`src/shared/scgwt_pkg.sv`:
```
/*
 Constants and carrier types for the smart card guard and wait timers.
 Assumes a 32-bit AXI4-Lite slave: register index times four is the byte address.
*/
package scgwt_pkg;
   localparam int unsigned ADDR_W = 18;
   localparam int unsigned IDX_W  = 16;
   // Register indexes; the byte address is four times the index
   localparam logic [15:0] IDX_BGT  = 16'hFE16;
   localparam logic [15:0] IDX_GLOW = 16'hFE17;
   localparam logic [15:0] IDX_BW3  = 16'hFE18;
   localparam logic [15:0] IDX_BW2  = 16'hFE19;
   localparam logic [15:0] IDX_BW1  = 16'hFE1A;
   localparam logic [15:0] IDX_BW0  = 16'hFE1B;
   localparam logic [15:0] IDX_CWH  = 16'hFE1C;
   localparam logic [15:0] IDX_CWL  = 16'hFE1D;
   localparam logic [15:0] IDX_ATH  = 16'hFE1F;
   localparam logic [15:0] IDX_ATL  = 16'hFE20;
   localparam logic [15:0] IDX_CTRL = 16'hFE30;
   localparam logic [15:0] IDX_STAT = 16'hFE31;
   // Field positions
   localparam int unsigned BGT_TOP_BIT  = 7;
   localparam int unsigned CTRL_T1_BIT  = 0;
   localparam int unsigned CTRL_RCV_BIT = 1;
   localparam int unsigned STAT_WAIT    = 0;
   localparam int unsigned STAT_CHR     = 1;
   localparam int unsigned STAT_ANS     = 2;
   // Reset values
   localparam logic [7:0] GLOW_RST = 8'h0C;
   localparam logic [7:0] BGT_RST  = 8'h10;
   localparam logic [7:0] BGT_MASK = 8'h9F;
   localparam logic [8:0] GUARD_T0_MIN = 9'h00C;
   localparam logic [8:0] GUARD_T1_MIN = 9'h00B;
   localparam logic [8:0] GUARD_SAT    = 9'h1FF;
   localparam logic [1:0] RESP_OKAY   = 2'h0;
   localparam logic [1:0] RESP_SLVERR = 2'h2;

   typedef struct packed {
      logic tx_start;
      logic rx_start;
      logic brk;
   } scgwt_evt_t;

   typedef struct packed {
      logic ans_to;
      logic chr_to;
      logic wait_to;
   } scgwt_flags_t;

   typedef enum logic [3:0] {
      ATR_IDLE  = 4'b0001,
      ATR_ARMED = 4'b0010,
      ATR_RUN   = 4'b0100,
      ATR_DONE  = 4'b1000
   } scgwt_atr_st_t;
endpackage : scgwt_pkg

```
`src/verilog/scgwt_timers.sv`:
```
/*
 Guard and wait timers of a smart card character interface, AXI4-Lite registers.
 Assumes character start events come from the UART on core_clk_i, and that the
 ETU clock arrives from the ETU divider asynchronously.
*/
//
// Operation
// - Hold each character until guard elapsed
// - Guard value nine bits, top bit elsewhere
// - T=0 guard at least 12 ETUs
// - T=1 guard at least 11 ETUs
// - T=0 break may delay next start
// - Wait limit 28 bits over four bytes
// - T=1 count last sent to first received
// - T=0 count between any two characters
// - Wait limit exceeded raises timeout request
// - Full 28-bit wait range programmable
// - Time received start edges, 16-bit limit
// - Same limit serves character and initial wait
// - Answer limit 16 bits, two bytes
// - Answer timer spans first character to expiry or disable
// - Answer timer armed only while enabled
// - Answer duration exceeded signals timeout
`timescale 1ns/10ps
module scgwt_timers #(
   parameter int unsigned ADDR_W = scgwt_pkg::ADDR_W
) (
   input  wire logic                 core_clk_i,
   input  wire logic                 sys_rst_i,
   input  wire logic                 clk_en_i,
   input  wire logic                 etu_clk_i,
   input  wire scgwt_pkg::scgwt_evt_t evt_i,
   output logic                      tx_allow_o,
   output scgwt_pkg::scgwt_flags_t   flags_o,
   input  wire logic [ADDR_W-1:0]    s_axi_awaddr,
   input  wire logic                 s_axi_awvalid,
   output logic                      s_axi_awready,
   input  wire logic [31:0]          s_axi_wdata,
   input  wire logic [3:0]           s_axi_wstrb,
   input  wire logic                 s_axi_wvalid,
   output logic                      s_axi_wready,
   output logic [1:0]                s_axi_bresp,
   output logic                      s_axi_bvalid,
   input  wire logic                 s_axi_bready,
   input  wire logic [ADDR_W-1:0]    s_axi_araddr,
   input  wire logic                 s_axi_arvalid,
   output logic                      s_axi_arready,
   output logic [31:0]               s_axi_rdata,
   output logic [1:0]                s_axi_rresp,
   output logic                      s_axi_rvalid,
   input  wire logic                 s_axi_rready
);

   if (ADDR_W < scgwt_pkg::ADDR_W) begin : g_chk
      $error("ADDR_W too small for the register indexes");
   end

   function automatic logic reg_mapped(input logic [15:0] idx);
      case (idx)
         scgwt_pkg::IDX_BGT, scgwt_pkg::IDX_GLOW, scgwt_pkg::IDX_BW3,
         scgwt_pkg::IDX_BW2, scgwt_pkg::IDX_BW1, scgwt_pkg::IDX_BW0,
         scgwt_pkg::IDX_CWH, scgwt_pkg::IDX_CWL, scgwt_pkg::IDX_ATH,
         scgwt_pkg::IDX_ATL, scgwt_pkg::IDX_CTRL,
         scgwt_pkg::IDX_STAT: return 1'b1;
         default: return 1'b0;
      endcase
   endfunction : reg_mapped

   // Restart wins over a tick in the same cycle
   function automatic logic [28:0] tmr_next(input logic [28:0] c,
                                            input logic restart,
                                            input logic tick);
      if (restart) begin
         return 29'h0000000;
      end
      return c + {28'h0000000, tick};
   endfunction : tmr_next

   ////////////////////////////////////////////////////////////////////////////
   // ETU clock sampling

   logic etu_s1_q;
   logic etu_s2_q;
   logic etu_s3_q;
   logic etu_tick;

   always_ff @(posedge core_clk_i or posedge sys_rst_i) begin
      if (sys_rst_i) begin
         etu_s1_q <= 1'b0;
         etu_s2_q <= 1'b0;
         etu_s3_q <= 1'b0;
      end else if (clk_en_i) begin
         etu_s1_q <= etu_clk_i;
         etu_s2_q <= etu_s1_q;
         etu_s3_q <= etu_s2_q;
      end
   end

   // Events arriving while frozen are dropped, so the UART must hold off too
   logic tx_go;
   logic rx_go;
   assign etu_tick = clk_en_i & etu_s2_q & ~etu_s3_q;
   assign tx_go    = clk_en_i & evt_i.tx_start;
   assign rx_go    = clk_en_i & evt_i.rx_start;

   ////////////////////////////////////////////////////////////////////////////
   // Registers and bus slave

   logic [7:0]               guard_lo_q;
   logic [7:0]               bgt_q;
   logic [27:0]              bw_q;
   logic [15:0]              cw_q;
   logic [15:0]              at_q;
   logic [1:0]               ctrl_q;
   scgwt_pkg::scgwt_flags_t  flags_q;
   logic                     aw_have_q;
   logic                     w_have_q;
   logic [15:0]              aw_idx_q;
   logic [7:0]               w_data_q;
   logic                     w_lane_q;
   logic                     do_wr;
   logic                     wr_en;
   logic [31:0]              rd_mux;
   logic [15:0]              ar_idx;
   logic                     mode_t1;
   logic                     rcv_en;

   assign s_axi_awready = clk_en_i & ~aw_have_q & ~s_axi_bvalid;
   assign s_axi_wready  = clk_en_i & ~w_have_q & ~s_axi_bvalid;
   assign s_axi_arready = clk_en_i & ~s_axi_rvalid;
   assign do_wr   = clk_en_i & aw_have_q & w_have_q & ~s_axi_bvalid;
   assign wr_en   = do_wr & w_lane_q;
   assign ar_idx  = s_axi_araddr[17:2];
   assign mode_t1 = ctrl_q[scgwt_pkg::CTRL_T1_BIT];
   assign rcv_en  = ctrl_q[scgwt_pkg::CTRL_RCV_BIT];

   always_ff @(posedge core_clk_i or posedge sys_rst_i) begin
      if (sys_rst_i) begin
         aw_have_q <= 1'b0;
         w_have_q  <= 1'b0;
         aw_idx_q  <= 16'h0000;
         w_data_q  <= 8'h00;
         w_lane_q  <= 1'b0;
      end else if (clk_en_i) begin
         if (s_axi_awvalid && s_axi_awready) begin
            aw_have_q <= 1'b1;
            aw_idx_q  <= s_axi_awaddr[17:2];
         end else if (do_wr) begin
            aw_have_q <= 1'b0;
         end
         if (s_axi_wvalid && s_axi_wready) begin
            w_have_q <= 1'b1;
            w_data_q <= s_axi_wdata[7:0];
            w_lane_q <= s_axi_wstrb[0];
         end else if (do_wr) begin
            w_have_q <= 1'b0;
         end
      end
   end

   always_ff @(posedge core_clk_i or posedge sys_rst_i) begin
      if (sys_rst_i) begin
         s_axi_bvalid <= 1'b0;
         s_axi_bresp  <= scgwt_pkg::RESP_OKAY;
      end else if (clk_en_i) begin
         if (do_wr) begin
            s_axi_bvalid <= 1'b1;
            s_axi_bresp  <= reg_mapped(aw_idx_q) ? scgwt_pkg::RESP_OKAY
                                                 : scgwt_pkg::RESP_SLVERR;
         end else if (s_axi_bready) begin
            s_axi_bvalid <= 1'b0;
         end
      end
   end

   always_ff @(posedge core_clk_i or posedge sys_rst_i) begin
      if (sys_rst_i) begin
         guard_lo_q <= scgwt_pkg::GLOW_RST;
         bgt_q  <= scgwt_pkg::BGT_RST;
         bw_q   <= 28'h0000000;
         cw_q   <= 16'h0000;
         at_q   <= 16'h0000;
         ctrl_q <= 2'h0;
      end else if (wr_en) begin
         case (aw_idx_q)
            scgwt_pkg::IDX_GLOW: guard_lo_q <= w_data_q;
            scgwt_pkg::IDX_BGT:  bgt_q <= w_data_q & scgwt_pkg::BGT_MASK;
            scgwt_pkg::IDX_BW3:  bw_q[27:24] <= w_data_q[3:0];
            scgwt_pkg::IDX_BW2:  bw_q[23:16] <= w_data_q;
            scgwt_pkg::IDX_BW1:  bw_q[15:8] <= w_data_q;
            scgwt_pkg::IDX_BW0:  bw_q[7:0] <= w_data_q;
            scgwt_pkg::IDX_CWH:  cw_q[15:8] <= w_data_q;
            scgwt_pkg::IDX_CWL:  cw_q[7:0] <= w_data_q;
            scgwt_pkg::IDX_ATH:  at_q[15:8] <= w_data_q;
            scgwt_pkg::IDX_ATL:  at_q[7:0] <= w_data_q;
            scgwt_pkg::IDX_CTRL: ctrl_q <= w_data_q[1:0];
            default: ;
         endcase
      end
   end

   always_comb begin
      rd_mux = 32'h00000000;
      case (ar_idx)
         scgwt_pkg::IDX_GLOW: rd_mux[7:0] = guard_lo_q;
         scgwt_pkg::IDX_BGT:  rd_mux[7:0] = bgt_q;
         scgwt_pkg::IDX_BW3:  rd_mux[3:0] = bw_q[27:24];
         scgwt_pkg::IDX_BW2:  rd_mux[7:0] = bw_q[23:16];
         scgwt_pkg::IDX_BW1:  rd_mux[7:0] = bw_q[15:8];
         scgwt_pkg::IDX_BW0:  rd_mux[7:0] = bw_q[7:0];
         scgwt_pkg::IDX_CWH:  rd_mux[7:0] = cw_q[15:8];
         scgwt_pkg::IDX_CWL:  rd_mux[7:0] = cw_q[7:0];
         scgwt_pkg::IDX_ATH:  rd_mux[7:0] = at_q[15:8];
         scgwt_pkg::IDX_ATL:  rd_mux[7:0] = at_q[7:0];
         scgwt_pkg::IDX_CTRL: rd_mux[1:0] = ctrl_q;
         scgwt_pkg::IDX_STAT: rd_mux[2:0] = flags_q;
         default: ;
      endcase
   end

   always_ff @(posedge core_clk_i or posedge sys_rst_i) begin
      if (sys_rst_i) begin
         s_axi_rvalid <= 1'b0;
         s_axi_rdata  <= 32'h00000000;
         s_axi_rresp  <= scgwt_pkg::RESP_OKAY;
      end else if (clk_en_i) begin
         if (s_axi_arvalid && s_axi_arready) begin
            s_axi_rvalid <= 1'b1;
            s_axi_rdata  <= rd_mux;
            s_axi_rresp  <= reg_mapped(ar_idx) ? scgwt_pkg::RESP_OKAY
                                               : scgwt_pkg::RESP_SLVERR;
         end else if (s_axi_rready) begin
            s_axi_rvalid <= 1'b0;
         end
      end
   end

   ////////////////////////////////////////////////////////////////////////////
   // Transmit guard

   logic [8:0] guard_cnt_q;
   logic [8:0] guard9;
   logic [8:0] guard_min;
   logic [8:0] guard_lim;
   logic       brk_hold_q;

   // top bit from the block guard register
   assign guard9    = {bgt_q[scgwt_pkg::BGT_TOP_BIT], guard_lo_q};
   // mode floor on the programmed value
   assign guard_min = mode_t1 ? scgwt_pkg::GUARD_T1_MIN : scgwt_pkg::GUARD_T0_MIN;
   assign guard_lim = (guard9 < guard_min) ? guard_min : guard9;
   // hold off until the guard has elapsed
   assign tx_allow_o = (guard_cnt_q >= guard_lim) & ~brk_hold_q;

   // guard counts ETUs from each sent start bit; saturates so idle stays ready
   always_ff @(posedge core_clk_i or posedge sys_rst_i) begin
      if (sys_rst_i) begin
         guard_cnt_q <= scgwt_pkg::GUARD_SAT;
      end else if (tx_go) begin
         guard_cnt_q <= 9'h000;
      end else if (etu_tick && guard_cnt_q != scgwt_pkg::GUARD_SAT) begin
         guard_cnt_q <= guard_cnt_q + 9'h001;
      end
   end

   // break in T=0 postpones until the next ETU tick after it ends
   always_ff @(posedge core_clk_i or posedge sys_rst_i) begin
      if (sys_rst_i) begin
         brk_hold_q <= 1'b0;
      end else if (clk_en_i) begin
         if (evt_i.brk && !mode_t1) begin
            brk_hold_q <= 1'b1;
         end else if (etu_tick) begin
            brk_hold_q <= 1'b0;
         end
      end
   end

   ////////////////////////////////////////////////////////////////////////////
   // Block or work wait timer

   logic        wait_run_q;
   logic [28:0] wait_cnt_q;
   logic        wait_rst;
   logic        wait_exp;

   // restart source depends on the mode
   assign wait_rst = mode_t1 ? tx_go : (tx_go | rx_go);
   // full 28-bit compare, counter one bit wider to reach past it
   assign wait_exp = clk_en_i & wait_run_q & (wait_cnt_q > {1'b0, bw_q});

   always_ff @(posedge core_clk_i or posedge sys_rst_i) begin
      if (sys_rst_i) begin
         wait_run_q <= 1'b0;
         wait_cnt_q <= 29'h0000000;
      end else if (clk_en_i) begin
         wait_cnt_q <= tmr_next(wait_cnt_q, wait_rst, etu_tick & wait_run_q);
         if (wait_rst) begin
            wait_run_q <= 1'b1;
         // first received start ends a T=1 wait
         end else if ((mode_t1 && rx_go) || wait_exp) begin
            wait_run_q <= 1'b0;
         end
      end
   end

   ////////////////////////////////////////////////////////////////////////////
   // Character or initial wait timer

   logic        chr_run_q;
   logic [16:0] chr_cnt_q;
   logic        chr_exp;
   logic [28:0] chr_nxt;

   assign chr_exp = clk_en_i & chr_run_q & (chr_cnt_q > {1'b0, cw_q});
   assign chr_nxt = tmr_next({12'h000, chr_cnt_q}, rx_go, etu_tick & chr_run_q);

   always_ff @(posedge core_clk_i or posedge sys_rst_i) begin
      if (sys_rst_i) begin
         chr_run_q <= 1'b0;
         chr_cnt_q <= 17'h00000;
      end else if (clk_en_i) begin
         // restart on each received start edge
         chr_cnt_q <= chr_nxt[16:0];
         if (rx_go) begin
            chr_run_q <= 1'b1;
         end else if (chr_exp) begin
            chr_run_q <= 1'b0;
         end
      end
   end

   ////////////////////////////////////////////////////////////////////////////
   // Answer-to-reset duration timer

   scgwt_pkg::scgwt_atr_st_t atr_st_q;
   logic [16:0]              atr_cnt_q;
   logic                     atr_exp;
   logic [28:0]              atr_nxt;

   assign atr_exp = clk_en_i & (atr_st_q == scgwt_pkg::ATR_RUN)
                    & (atr_cnt_q > {1'b0, at_q});
   assign atr_nxt = tmr_next({12'h000, atr_cnt_q},
                             atr_st_q == scgwt_pkg::ATR_ARMED,
                             etu_tick & (atr_st_q == scgwt_pkg::ATR_RUN));

   always_ff @(posedge core_clk_i or posedge sys_rst_i) begin
      if (sys_rst_i) begin
         atr_cnt_q <= 17'h00000;
      end else if (clk_en_i) begin
         // runs from first start edge on
         atr_cnt_q <= atr_nxt[16:0];
      end
   end

   // armed by the enable, started by the first start edge
   always_ff @(posedge core_clk_i or posedge sys_rst_i) begin
      if (sys_rst_i) begin
         atr_st_q <= scgwt_pkg::ATR_IDLE;
      end else if (clk_en_i) begin
         case (atr_st_q)
            scgwt_pkg::ATR_IDLE: begin
               if (rcv_en) begin
                  atr_st_q <= scgwt_pkg::ATR_ARMED;
               end
            end
            scgwt_pkg::ATR_ARMED: begin
               if (!rcv_en) begin
                  atr_st_q <= scgwt_pkg::ATR_IDLE;
               end else if (rx_go) begin
                  atr_st_q <= scgwt_pkg::ATR_RUN;
               end
            end
            scgwt_pkg::ATR_RUN: begin
               if (!rcv_en) begin
                  atr_st_q <= scgwt_pkg::ATR_IDLE;
               end else if (atr_exp) begin
                  atr_st_q <= scgwt_pkg::ATR_DONE;
               end
            end
            scgwt_pkg::ATR_DONE: begin
               if (!rcv_en) begin
                  atr_st_q <= scgwt_pkg::ATR_IDLE;
               end
            end
            default: atr_st_q <= scgwt_pkg::ATR_IDLE;
         endcase
      end
   end

   ////////////////////////////////////////////////////////////////////////////
   // Timeout flags

   logic [2:0] clr_mask;
   logic [2:0] set_mask;

   assign clr_mask = (wr_en && aw_idx_q == scgwt_pkg::IDX_STAT) ? w_data_q[2:0] : 3'h0;
   assign set_mask = {atr_exp, chr_exp, wait_exp};

   // sticky, write one clears, a new expiry wins over the clear
   always_ff @(posedge core_clk_i or posedge sys_rst_i) begin
      if (sys_rst_i) begin
         flags_q <= '0;
      end else if (clk_en_i) begin
         flags_q <= (flags_q & ~clr_mask) | set_mask;
      end
   end

   assign flags_o = flags_q;
endmodule : scgwt_timers

```
`config.mk`:
```
export PLATFORM = sky130hd
export DESIGN_NAME = scgwt_timers
export DESIGN_NICKNAME = d
export VERILOG_FILES = /design/src/shared/scgwt_pkg.sv /design/src/verilog/scgwt_timers.sv
export SDC_FILE = /design/constraint.sdc
export NUM_CORES = 1
export LEC_CHECK = 0
export BUFFER_PORTS_ARGS = -buffer_cell sky130_fd_sc_hd__buf_2
export CORE_MARGIN = 1.5
export CORE_UTILIZATION = 35
export DETAILED_ROUTE_END_ITERATION = 8
export HOLD_SLACK_MARGIN = 0.05
export PLACE_DENSITY = 0.62
export SKIP_LAST_GASP = 1
export SYNTH_ARGS = -nofsm -noshare
export SYNTH_HDL_FRONTEND = slang
export SYNTH_SLANG_ARGS = --single-unit
```
`constraint.sdc`:
```
create_clock -name core_clk_i -period 11.1 [get_ports core_clk_i]
set_input_delay 2.22 -clock core_clk_i [delete_from_list [all_inputs] [get_ports core_clk_i]]
set_output_delay 2.22 -clock core_clk_i [all_outputs]
set_load 0.01 [all_outputs]
```
==> flow_summary.json, run 1 <==
{
  "antenna_found_initial": 1,
  "cts.sinks": 200,
  "fin_tns_setup_ns": 0,
  "core_area_um2": 31800,
  "port_buffers": 71,
  "io_pins": 129,
  "synth_edf_count": 0,
  "chipWidth_um": 183,
  "async_flop_share_pct": 100,
  "synth_area_um2": 11400,
  "overflow": 0,
  "synthTopCellsByArea": "dfrtp_1 (41%), ha_1 (8.7%), mux2_2 (8.4%)",
  "setup_viol": 0,
  "yosys_warnings": 0,
  "max-cap-violations": 0,
  "yosysMostFrequentCell": "dfrtp_1",
  "gp_congestion": 0.899,
  "finalNetCount": 1374,
  "placed_cell_area_um2": 12100,
  "ys.flop_type": "dfrtp_1",
  "ys_seq_elements": 200,
  "die_area_um2": 33700,
  "area.growth.synth_to_final_pct": 10.9,
  "switching_share_pct": 32.2,
  "wl_per_cell_um": 17.4,
  "synthCells": 1161,
  "totalWireLength_um": 28900,
  "hold_viol": 0,
  "fmax_mhz": 169,
  "track_usage_pct": 18.1,
  "final_cells": 1660,
  "synth-adder-area-share_pct": 8.67,
  "rsz0062_at_grt": "no",
  "synth_top_family_by_area": "simple AND/OR/NAND/NOR gates",
  "grt_max_degree": 144,
  "endpoint_kind": "output port",
  "ys_seq_area_share_pct": 44.1,
  "stdcell_area_um2": 12600,
  "period_minus_slack_ns": 5.92,
  "period_share_pct": 53.3,
  "vias": 8664,
  "slew_violations": 0,
  "synth_top_area_cell": "dfrtp_1",
  "rows": 65,
  "grt_pass1_vias": 8467,
  "cp.arrival_ns": 3.70,
  "leakage_nw": 5.80,
  "clock_latency_ns": 0.46,
  "hold_path.class": "reg -> reg",
  "drc": 0,
  "status": "completed",
  "cts_tree": "built",
  "skew_ns": 0.0152,
  "tightestPinTransition_ns": 1.16,
  "required_ns": 8.88,
  "ant_nets": 0,
  "synth.mux.area_fraction_pct": 9.36,
  "ir_worst_vdd_uv": 101,
  "cts_root_buf": "clkbuf_16",
  "dpl.hpwl_um": 21200,
  "synth-xor-area-share_pct": 3.46,
  "synth_top_area_share_pct": 41.1,
  "place_inst": 1627,
  "critPathMaxFanout": 6,
  "htreeDepth": 4,
  "timing.slew.headroom_pct": 22.7,
  "power_density_nw_per_um2": 142,
  "power_frac_comb_pct": 12.3,
  "holdWs_ns": 0.491,
  "pwr-share-seq_pct": 52.6,
  "drive_gt1_share_pct": 17.8,
  "yosys-top-cells-count": "dfrtp_1 (187), nand2_1 (113), nor2_1 (97), mux2_2 (85), inv_1 (81)",
  "cts_resized": 0,
  "cts_buffers": 17,
  "avgSynthCellArea_um2": 9.82,
  "switchingPower_uw": 580,
  "drtIter0Drc": 713,
  "first_pass_iters": 5,
  "p_total_mw": 1.80,
  "clkTransAtPathRegs_ns": 0.08,
  "cts_hold_buf": 0,
  "dieHeight_um": 183,
  "yosys.area_share.simple_pct": 17.0,
  "viasPerCell": 5.22,
  "ys_types": 68,
  "critical_path_class": "reg -> out",
  "grt_pass1_wl_um": 47000,
  "cts_setup_buffers": 0,
  "initial_core_util_pct": 35.8,
  "pwr-share-clk_pct": 35.1,
  "synth_compound_area_share_pct": 11.4,
  "startpoint_type": "register",
  "clock_tree.buffer_depth": 2,
  "p_int_mw": 1.22
}
[stage by stage]
stage	util [%]	setup WS (ns)
floorplan	-	3.45
global placement	37.9	5.40
detailed placement	37.9	5.44
CTS	39.8	5.17
global route	39.8	4.92
finish	39.8	5.18
[placed cells by master, fill, tap and decap left out, types with 34 or more instances in the layout]
| master | count |
|---|---|
| o21ai_0 | 65 |
| nand2_1 | 113 |
| nor2_1 | 97 |
| a21oi_1 | 48 |
| mux2_2 | 85 |
| buf_2 | 71 |
| xor2_1 | 34 |
| inv_1 | 80 |
| ha_1 | 79 |
| dfrtp_1 | 187 |
[cells by family after synthesis]
kind of cell,count (synthesis)
compound gates,205
xor+xnor,45
fa+ha+maj,79
buf+inv,151
flops,200
mux,96
other cells,1
simple gates,384
[registers in the layout (all words and copies together) (netlist names), 2 cells and up]
name         flops
ctrl_q           2
wait_cnt_q      29
guard_cnt_q      9
s_axi_rdata      8
aw_idx_q        16
bgt_q            6
bw_q            28
w_data_q         8
at_q            16
atr_st_q         4
flags_o          3
atr_cnt_q       17
cw_q            16
chr_cnt_q       17
guard_lo_q       8
[path summary, 6_finish.rpt]
check | from | to | slack (ns) | cells past startpoint
max reg2reg | etu_s3_q | wait_cnt_q[26] | 7.92 | 10
max | ctrl_q[0] | tx_allow_o | 5.18 | 15
min reg2reg | s_axi_bresp[1] | s_axi_bresp[1] | 0.49 | 2
max in group asynchronous | sys_rst_i | wait_cnt_q[11] | 7.68 | 3
min | s_axi_bresp[1] | s_axi_bresp[1] | 0.49 | 2
min in group asynchronous | sys_rst_i | aw_idx_q[15] | 1.99 | 2
[layer usage]
layer / GRT usage [%] / vias up / part of all wire (%)
li1: - / 4153 / -
met1: 24.0 / 4253 / 46
met2: 29.1 / 203 / 47
met3: 3.39 / 55 / 4.4
met4: 7.11 / 0 / 3.0
met5: 0 / - / 0
[power groups by stage]
stage / logic, mW / clock network, mW / registers (mW)
2_1_floorplan: 0.208 / 0 / 0.866
3_3_place_gp: 0.221 / 0 / 0.960
3_5_place_dp: 0.227 / 0 / 0.962
4_1_cts: 0.228 / 0.643 / 0.947
5_1_grt: 0.252 / 0.672 / 0.959
6_report: 0.222 / 0.632 / 0.947
[worst max-delay path: stages (launching register included)]
cell      delay, ns
dfrtp_1        0.43
inv_1          0.14
ha_1           0.31
o211ai_1       0.09
a21boi_0       0.18
o21ai_0        0.09
nand2_1        0.15
mux2_2         0.35
ha_1           0.26
nand2b_1       0.14
a21o_1         0.17
a21o_1         0.18
a21oi_1        0.16
nor3_1         0.07
o41a_1         0.38
buf_2          0.15
[final cells by class]
| class | count | area [µm²] |
|---|---|---|
| tap | 435 | 544 |
| multi-input combinational | 835 | 5780 |
| timing repair buffer | 75 | 385 |
| clock inverter | 14 | 153 |
| clock buffer | 18 | 439 |
| inverter | 82 | 315 |
| antenna | 1 | 2.50 |
| fill | 3143 | 19200 |
| sequential | 200 | 5020 |
Power figures use the tool's default switching activity.
==> inputs of run 2 (changes only) <==
- clock period: 11.1 -> 5.85 ns (I/O delays scaled with it)
==> run 2 against run 1 <==
  * Combinational power up 91%
  * Sequential power up 90%
  * Critical endpoint unchanged
  * Non-clock buffer count up 5
  * Critical path type unchanged
  * Largest cell class unchanged
  * First-iteration DRC count down 22%
  * Via count about the same
  * Critical path depth unchanged
  * Setup slack worse by 4.2 ns
==> flow_summary.json, run 2 (synthesis gave the netlist of run 1 again) <==
{
  "cts_resized": 0,
  "viasPerCell": 5.20,
  "period_share_pct": 82.8,
  "fin_util_pct": 40.0,
  "port_buffers": 71,
  "final_cells": 1666,
  "holdWs_ns": 0.484,
  "track_usage_pct": 17.9,
  "htreeDepth": 4,
  "cts_root_buf": "clkbuf_16",
  "place_inst": 1632,
  "dieHeight_um": 183,
  "rsz0062_at_grt": "no",
  "fmax_mhz": 207,
  "cts_hold_buf": 0,
  "io_pins": 129,
  "drc": 0,
  "regMostFlops": "wait_cnt_q",
  "largest_reg_flops": 29,
  "ir_worst_vdd_uv": 199,
  "endpoint_kind": "output port",
  "initial_core_util_pct": 35.8,
  "timing.slew.headroom_pct": 26.4,
  "overflow": 0,
  "hold_path.class": "reg -> reg",
  "biggestRegsByFlops": "wait_cnt_q: 29 flops, bw_q: 28 flops",
  "p_total_mw": 3.49,
  "clock_tree.buffer_depth": 2,
  "cts.sinks": 200,
  "vias": 8669,
  "cts_setup_buffers": 0,
  "critPathMaxFanout": 6,
  "drive_gt1_share_pct": 18.1,
  "crit_chain": "inv_1 > ha_1 > o211ai_1 > a21boi_0 > o21ai_0 > nand2_1 > mux2_2 > ha_1 > nand2b_1 > a21o_1 > a21o_1 > a21oi_1 > nor3_1 > o41a_1 > buf_2",
  "cts_tree": "built",
  "slew_violations": 0,
  "die_area_um2": 33700,
  "slowest_stage": "dfrtp_1",
  "drtIter0Drc": 557,
  "final_cell_mix": "dfrtp_1 (187), nand2_1 (113), nor2_1 (97), mux2_2 (85), inv_1 (80)",
  "required_ns": 4.68,
  "critical_path_class": "reg -> out",
  "worst_slack_ns": 1.01,
  "gp_congestion": 0.912,
  "grt_pass1_vias": 8460,
  "first_pass_iters": 5,
  "wl_per_cell_um": 17.4,
  "rows": 65,
  "leakage_nw": 5.84,
  "startpoint_type": "register",
  "crit_path_max_incr_delay_ns": 0.43,
  "antenna_found_initial": 2,
  "layout_commonest_cell": "dfrtp_1",
  "totalWireLength_um": 29000,
  "fillers": 3151,
  "skew_ns": 0.0167,
  "dpl.hpwl_um": 21500,
  "critPathBufInv": 2,
  "status": "completed",
  "placed_cell_area_um2": 12100,
  "clkTransAtPathRegs_ns": 0.07,
  "power_density_nw_per_um2": 274,
  "pre_cts_ws_ns": 1.48,
  "tightestPinTransition_ns": 1.10,
  "stdcell_area_um2": 12700,
  "cts_buffers": 17,
  "hold_viol": 0,
  "path_delay_family": "compound AO/OA/AOI/OAI gates",
  "area.growth.synth_to_final_pct": 11.5,
  "period_minus_slack_ns": 4.84,
  "core_area_um2": 31800,
  "clock_latency_ns": 0.45,
  "setup_viol": 0,
  "max-cap-violations": 0,
  "fin_tns_setup_ns": 0,
  "grt_pass1_wl_um": 46800,
  "ant_nets": 0,
  "chipWidth_um": 183,
  "finalNetCount": 1379,
  "grt_max_degree": 64,
  "cp.arrival_ns": 3.67
}
## run 2: routing by layer
metal / share of wire (%) / wire (µm) / track usage (%)
met1: 45 / 13100 / 23.6
met2: 48 / 13800 / 29.6
met3: 4.9 / 1420 / 2.99
met4: 2.3 / 679 / 6.16
met5: 0 / 0 / 0
## run 2: worst min-delay path, stage by stage, from the launching register on
cell     delay (ns)
dfrtp_1        0.35
nand2_1        0.05
o31ai_1        0.05
## run 2: worst paths after layout
check | startpoint | to | slack (ns) | cells past startpoint
worst min register to register | s_axi_bresp[1] | s_axi_bresp[1] | 0.48 | 2
min in group asynchronous | sys_rst_i | chr_cnt_q[9] | 0.88 | 3
max in group asynchronous | sys_rst_i | bw_q[14] | 3.77 | 4
worst max-delay path | ctrl_q[0] | tx_allow_o | 1.01 | 15
worst min-delay path | s_axi_bresp[1] | s_axi_bresp[1] | 0.48 | 2
worst max register to register | etu_s3_q | wait_cnt_q[26] | 2.85 | 11
## run 2: where the power goes
group	internal (mW)	leakage (nW)	switching (mW)	total, mW
Sequential	1.53	2.54	0.268	1.80
Combinational	0.207	2.99	0.217	0.424
Clock	0.696	0.304	0.570	1.27
## run 2: area by class of cell
| type | instances | area, µm² | area share (%) |
|---|---|---|---|
| diodes | 2 | 5.00 | 0.0394 |
| clock buffers | 18 | 439 | 3.45 |
| clock inverters | 14 | 184 | 1.45 |
| inverters | 82 | 312 | 2.45 |
| multi-input cells | 835 | 5780 | 45.5 |
| flip-flops and latches | 200 | 5020 | 39.5 |
| well taps | 435 | 544 | 4.28 |
| repair buffers | 80 | 423 | 3.33 |
==> inputs of run 3 (changes only) <==
- clock period: 5.85 -> 4.8 ns (I/O delays scaled with it)
==> run 3 against run 2 <==
  * Critical path depth unchanged
  * Sequential share of layout area is 0.068 points higher
  * Clock power grew 14%
  * Non-clock buffer count is 1 higher
  * Die area unchanged
  * Register-to-register slack got worse by 1.0 ns
  * Flip-flop and latch count unchanged
  * Setup slack lost 0.77 ns
==> flow_summary.json, run 3 (synthesis gave the netlist of run 1 again) <==
{
  "cts_root_buf": "clkbuf_16",
  "endpoint_kind": "output port",
  "cts_setup_buffers": 0,
  "layout_commonest_cell": "dfrtp_1",
  "initial_core_util_pct": 35.8,
  "hp-start": "s_axi_rresp[1]",
  "crit_path_start": "ctrl_q[0]",
  "clock_tree.buffer_depth": 2,
  "htreeDepth": 4,
  "ant_nets": 0,
  "port_buffers": 71,
  "skew_ns": 0.0143,
  "setup_viol": 0,
  "viasPerCell": 5.22,
  "overflow": 0,
  "cts.sinks": 200,
  "fin_tns_setup_ns": 0,
  "cts_buffers": 17,
  "dieHeight_um": 183,
  "chipWidth_um": 183,
  "timing.rr.start": "etu_s3_q",
  "critPathMaxFanout": 6,
  "timing.slew.headroom_pct": 38.4,
  "stdcell_area_um2": 12700,
  "largest_reg_flops": 29,
  "wl_per_cell_um": 17.5,
  "r2r_slack_ns": 1.82,
  "required_ns": 3.84,
  "clkTransAtPathRegs_ns": 0.07,
  "cts_tree": "built",
  "vias": 8699,
  "regMostFlops": "wait_cnt_q",
  "grt_max_degree": 117,
  "startpoint_type": "register",
  "leakage_nw": 5.82,
  "finalNetCount": 1380,
  "drive_gt1_share_pct": 18.3,
  "placed_cell_area_um2": 12100,
  "dpl.hpwl_um": 21500,
  "totalWireLength_um": 29100,
  "clock_latency_ns": 0.45,
  "first_pass_iters": 5,
  "rows": 65,
  "final_cells": 1666,
  "crit_path_end": "tx_allow_o",
  "cp.arrival_ns": 3.60,
  "slew_violations": 0,
  "area.growth.synth_to_final_pct": 11.4,
  "drc": 0,
  "max-cap-violations": 0,
  "gp_congestion": 0.904,
  "place_inst": 1633,
  "fin_util_pct": 39.9,
  "drtIter0Drc": 601,
  "hold_path.class": "reg -> reg",
  "biggestRegsByFlops": "wait_cnt_q: 29 flops, bw_q: 28 flops",
  "antenna_found_initial": 1,
  "io_pins": 129,
  "tightestPinTransition_ns": 0.921,
  "r2r_end": "wait_cnt_q[26]",
  "die_area_um2": 33700,
  "power_density_nw_per_um2": 328,
  "grt_pass1_wl_um": 47100,
  "reg2regPathDepth": 11,
  "status": "completed",
  "period_minus_slack_ns": 4.56,
  "fmax_mhz": 219,
  "hold_viol": 0,
  "track_usage_pct": 18.0,
  "rsz0062_at_grt": "no",
  "critical_path_class": "reg -> out",
  "core_area_um2": 31800,
  "ir_worst_vdd_uv": 229,
  "grt_pass1_vias": 8472,
  "period_share_pct": 95.0,
  "final_cell_mix": "dfrtp_1 (186), nand2_1 (113), nor2_1 (97), mux2_2 (85), inv_1 (80)"
}
run 3: changes by cell type in the layout (fill, tap and decap cells not counted):
cell | previous run | this run
bufinv_16 | 3 | 1
clkinvlp_4 | 2 | 4
inv_8 | 1 | 3
buf_12 | 0 | 1
clkbuf_8 | 1 | 0
clkinv_4 | 3 | 2
clkinv_8 | 0 | 1
dfrtp_1 | 187 | 186
dfrtp_2 | 0 | 1
diode_2 | 2 | 1
inv_6 | 5 | 4
run 3: what timing repair did:
item | in CTS | in global routing
hold buffers | 0 | 0
setup endpoints to repair | 0 | 1
endpoints found under the hold margin | 0 | 0
resized for setup | 0 | 1
run 3: area by class of cell:
class | instances | area [µm²]
fill | 3148 | 19100
timing repair buffer | 81 | 443
tap | 435 | 544
antenna | 1 | 2.50
sequential | 200 | 5020
inverter | 82 | 312
clock buffer | 17 | 425
clock inverter | 15 | 160
multi-input combinational | 835 | 5780
run 3: metrics by stage:
| step | hold slack [ns] | power [mW] | setup slack (ns) |
|---|---|---|---|
| after detailed placement | 0.465 | 2.74 | 0.699 |
| after CTS | 0.482 | 4.19 | 0.172 |
| after global placement | 0.459 | 2.73 | 0.699 |
| after floorplan | 0.466 | 2.48 | 1.03 |
| final | 0.478 | 4.16 | 0.241 |
| after global routing | 0.510 | 4.34 | 0.0253 |
run 3: how the worst min path moves through the flow:
| stage | to | slack [ns] | depth (start not counted) |
|---|---|---|---|
| after floorplan | brk_hold_q | 0.47 | 1 |
| after global placement | s_axi_rresp[1] | 0.46 | 1 |
| after detailed placement | s_axi_rresp[1] | 0.47 | 1 |
| after CTS | s_axi_rresp[1] | 0.48 | 1 |
| after global routing | s_axi_rresp[1] | 0.51 | 1 |
| final | s_axi_rresp[1] | 0.48 | 1 |
run 3: power by group:
part	switching (mW)	internal, mW
registers	0.329	1.86
clock network	0.715	0.738
logic	0.266	0.254
run 3: layer usage:
layer	share of wire [%]	up-vias	track usage [%]	wire length, µm
met5	0	-	0	0
met4	2.4	0	5.97	687
met3	4.8	43	3.19	1390
met2	47	233	29.6	13700
met1	46	4262	23.8	13300
li1	-	4161	-	-
run 3: worst max-delay path: stages, from the launching register on:
cell and delay [ns]:
dfrtp_2 0.43, inv_1 0.13, ha_1 0.29, o211ai_1 0.07
a21boi_0 0.16, o21ai_0 0.10, nand2_1 0.15, mux2_2 0.35
ha_1 0.26, nand2b_1 0.14, a21o_1 0.17, a21o_1 0.17
a21oi_1 0.14, nor3_1 0.07, o41a_1 0.38, buf_2 0.15
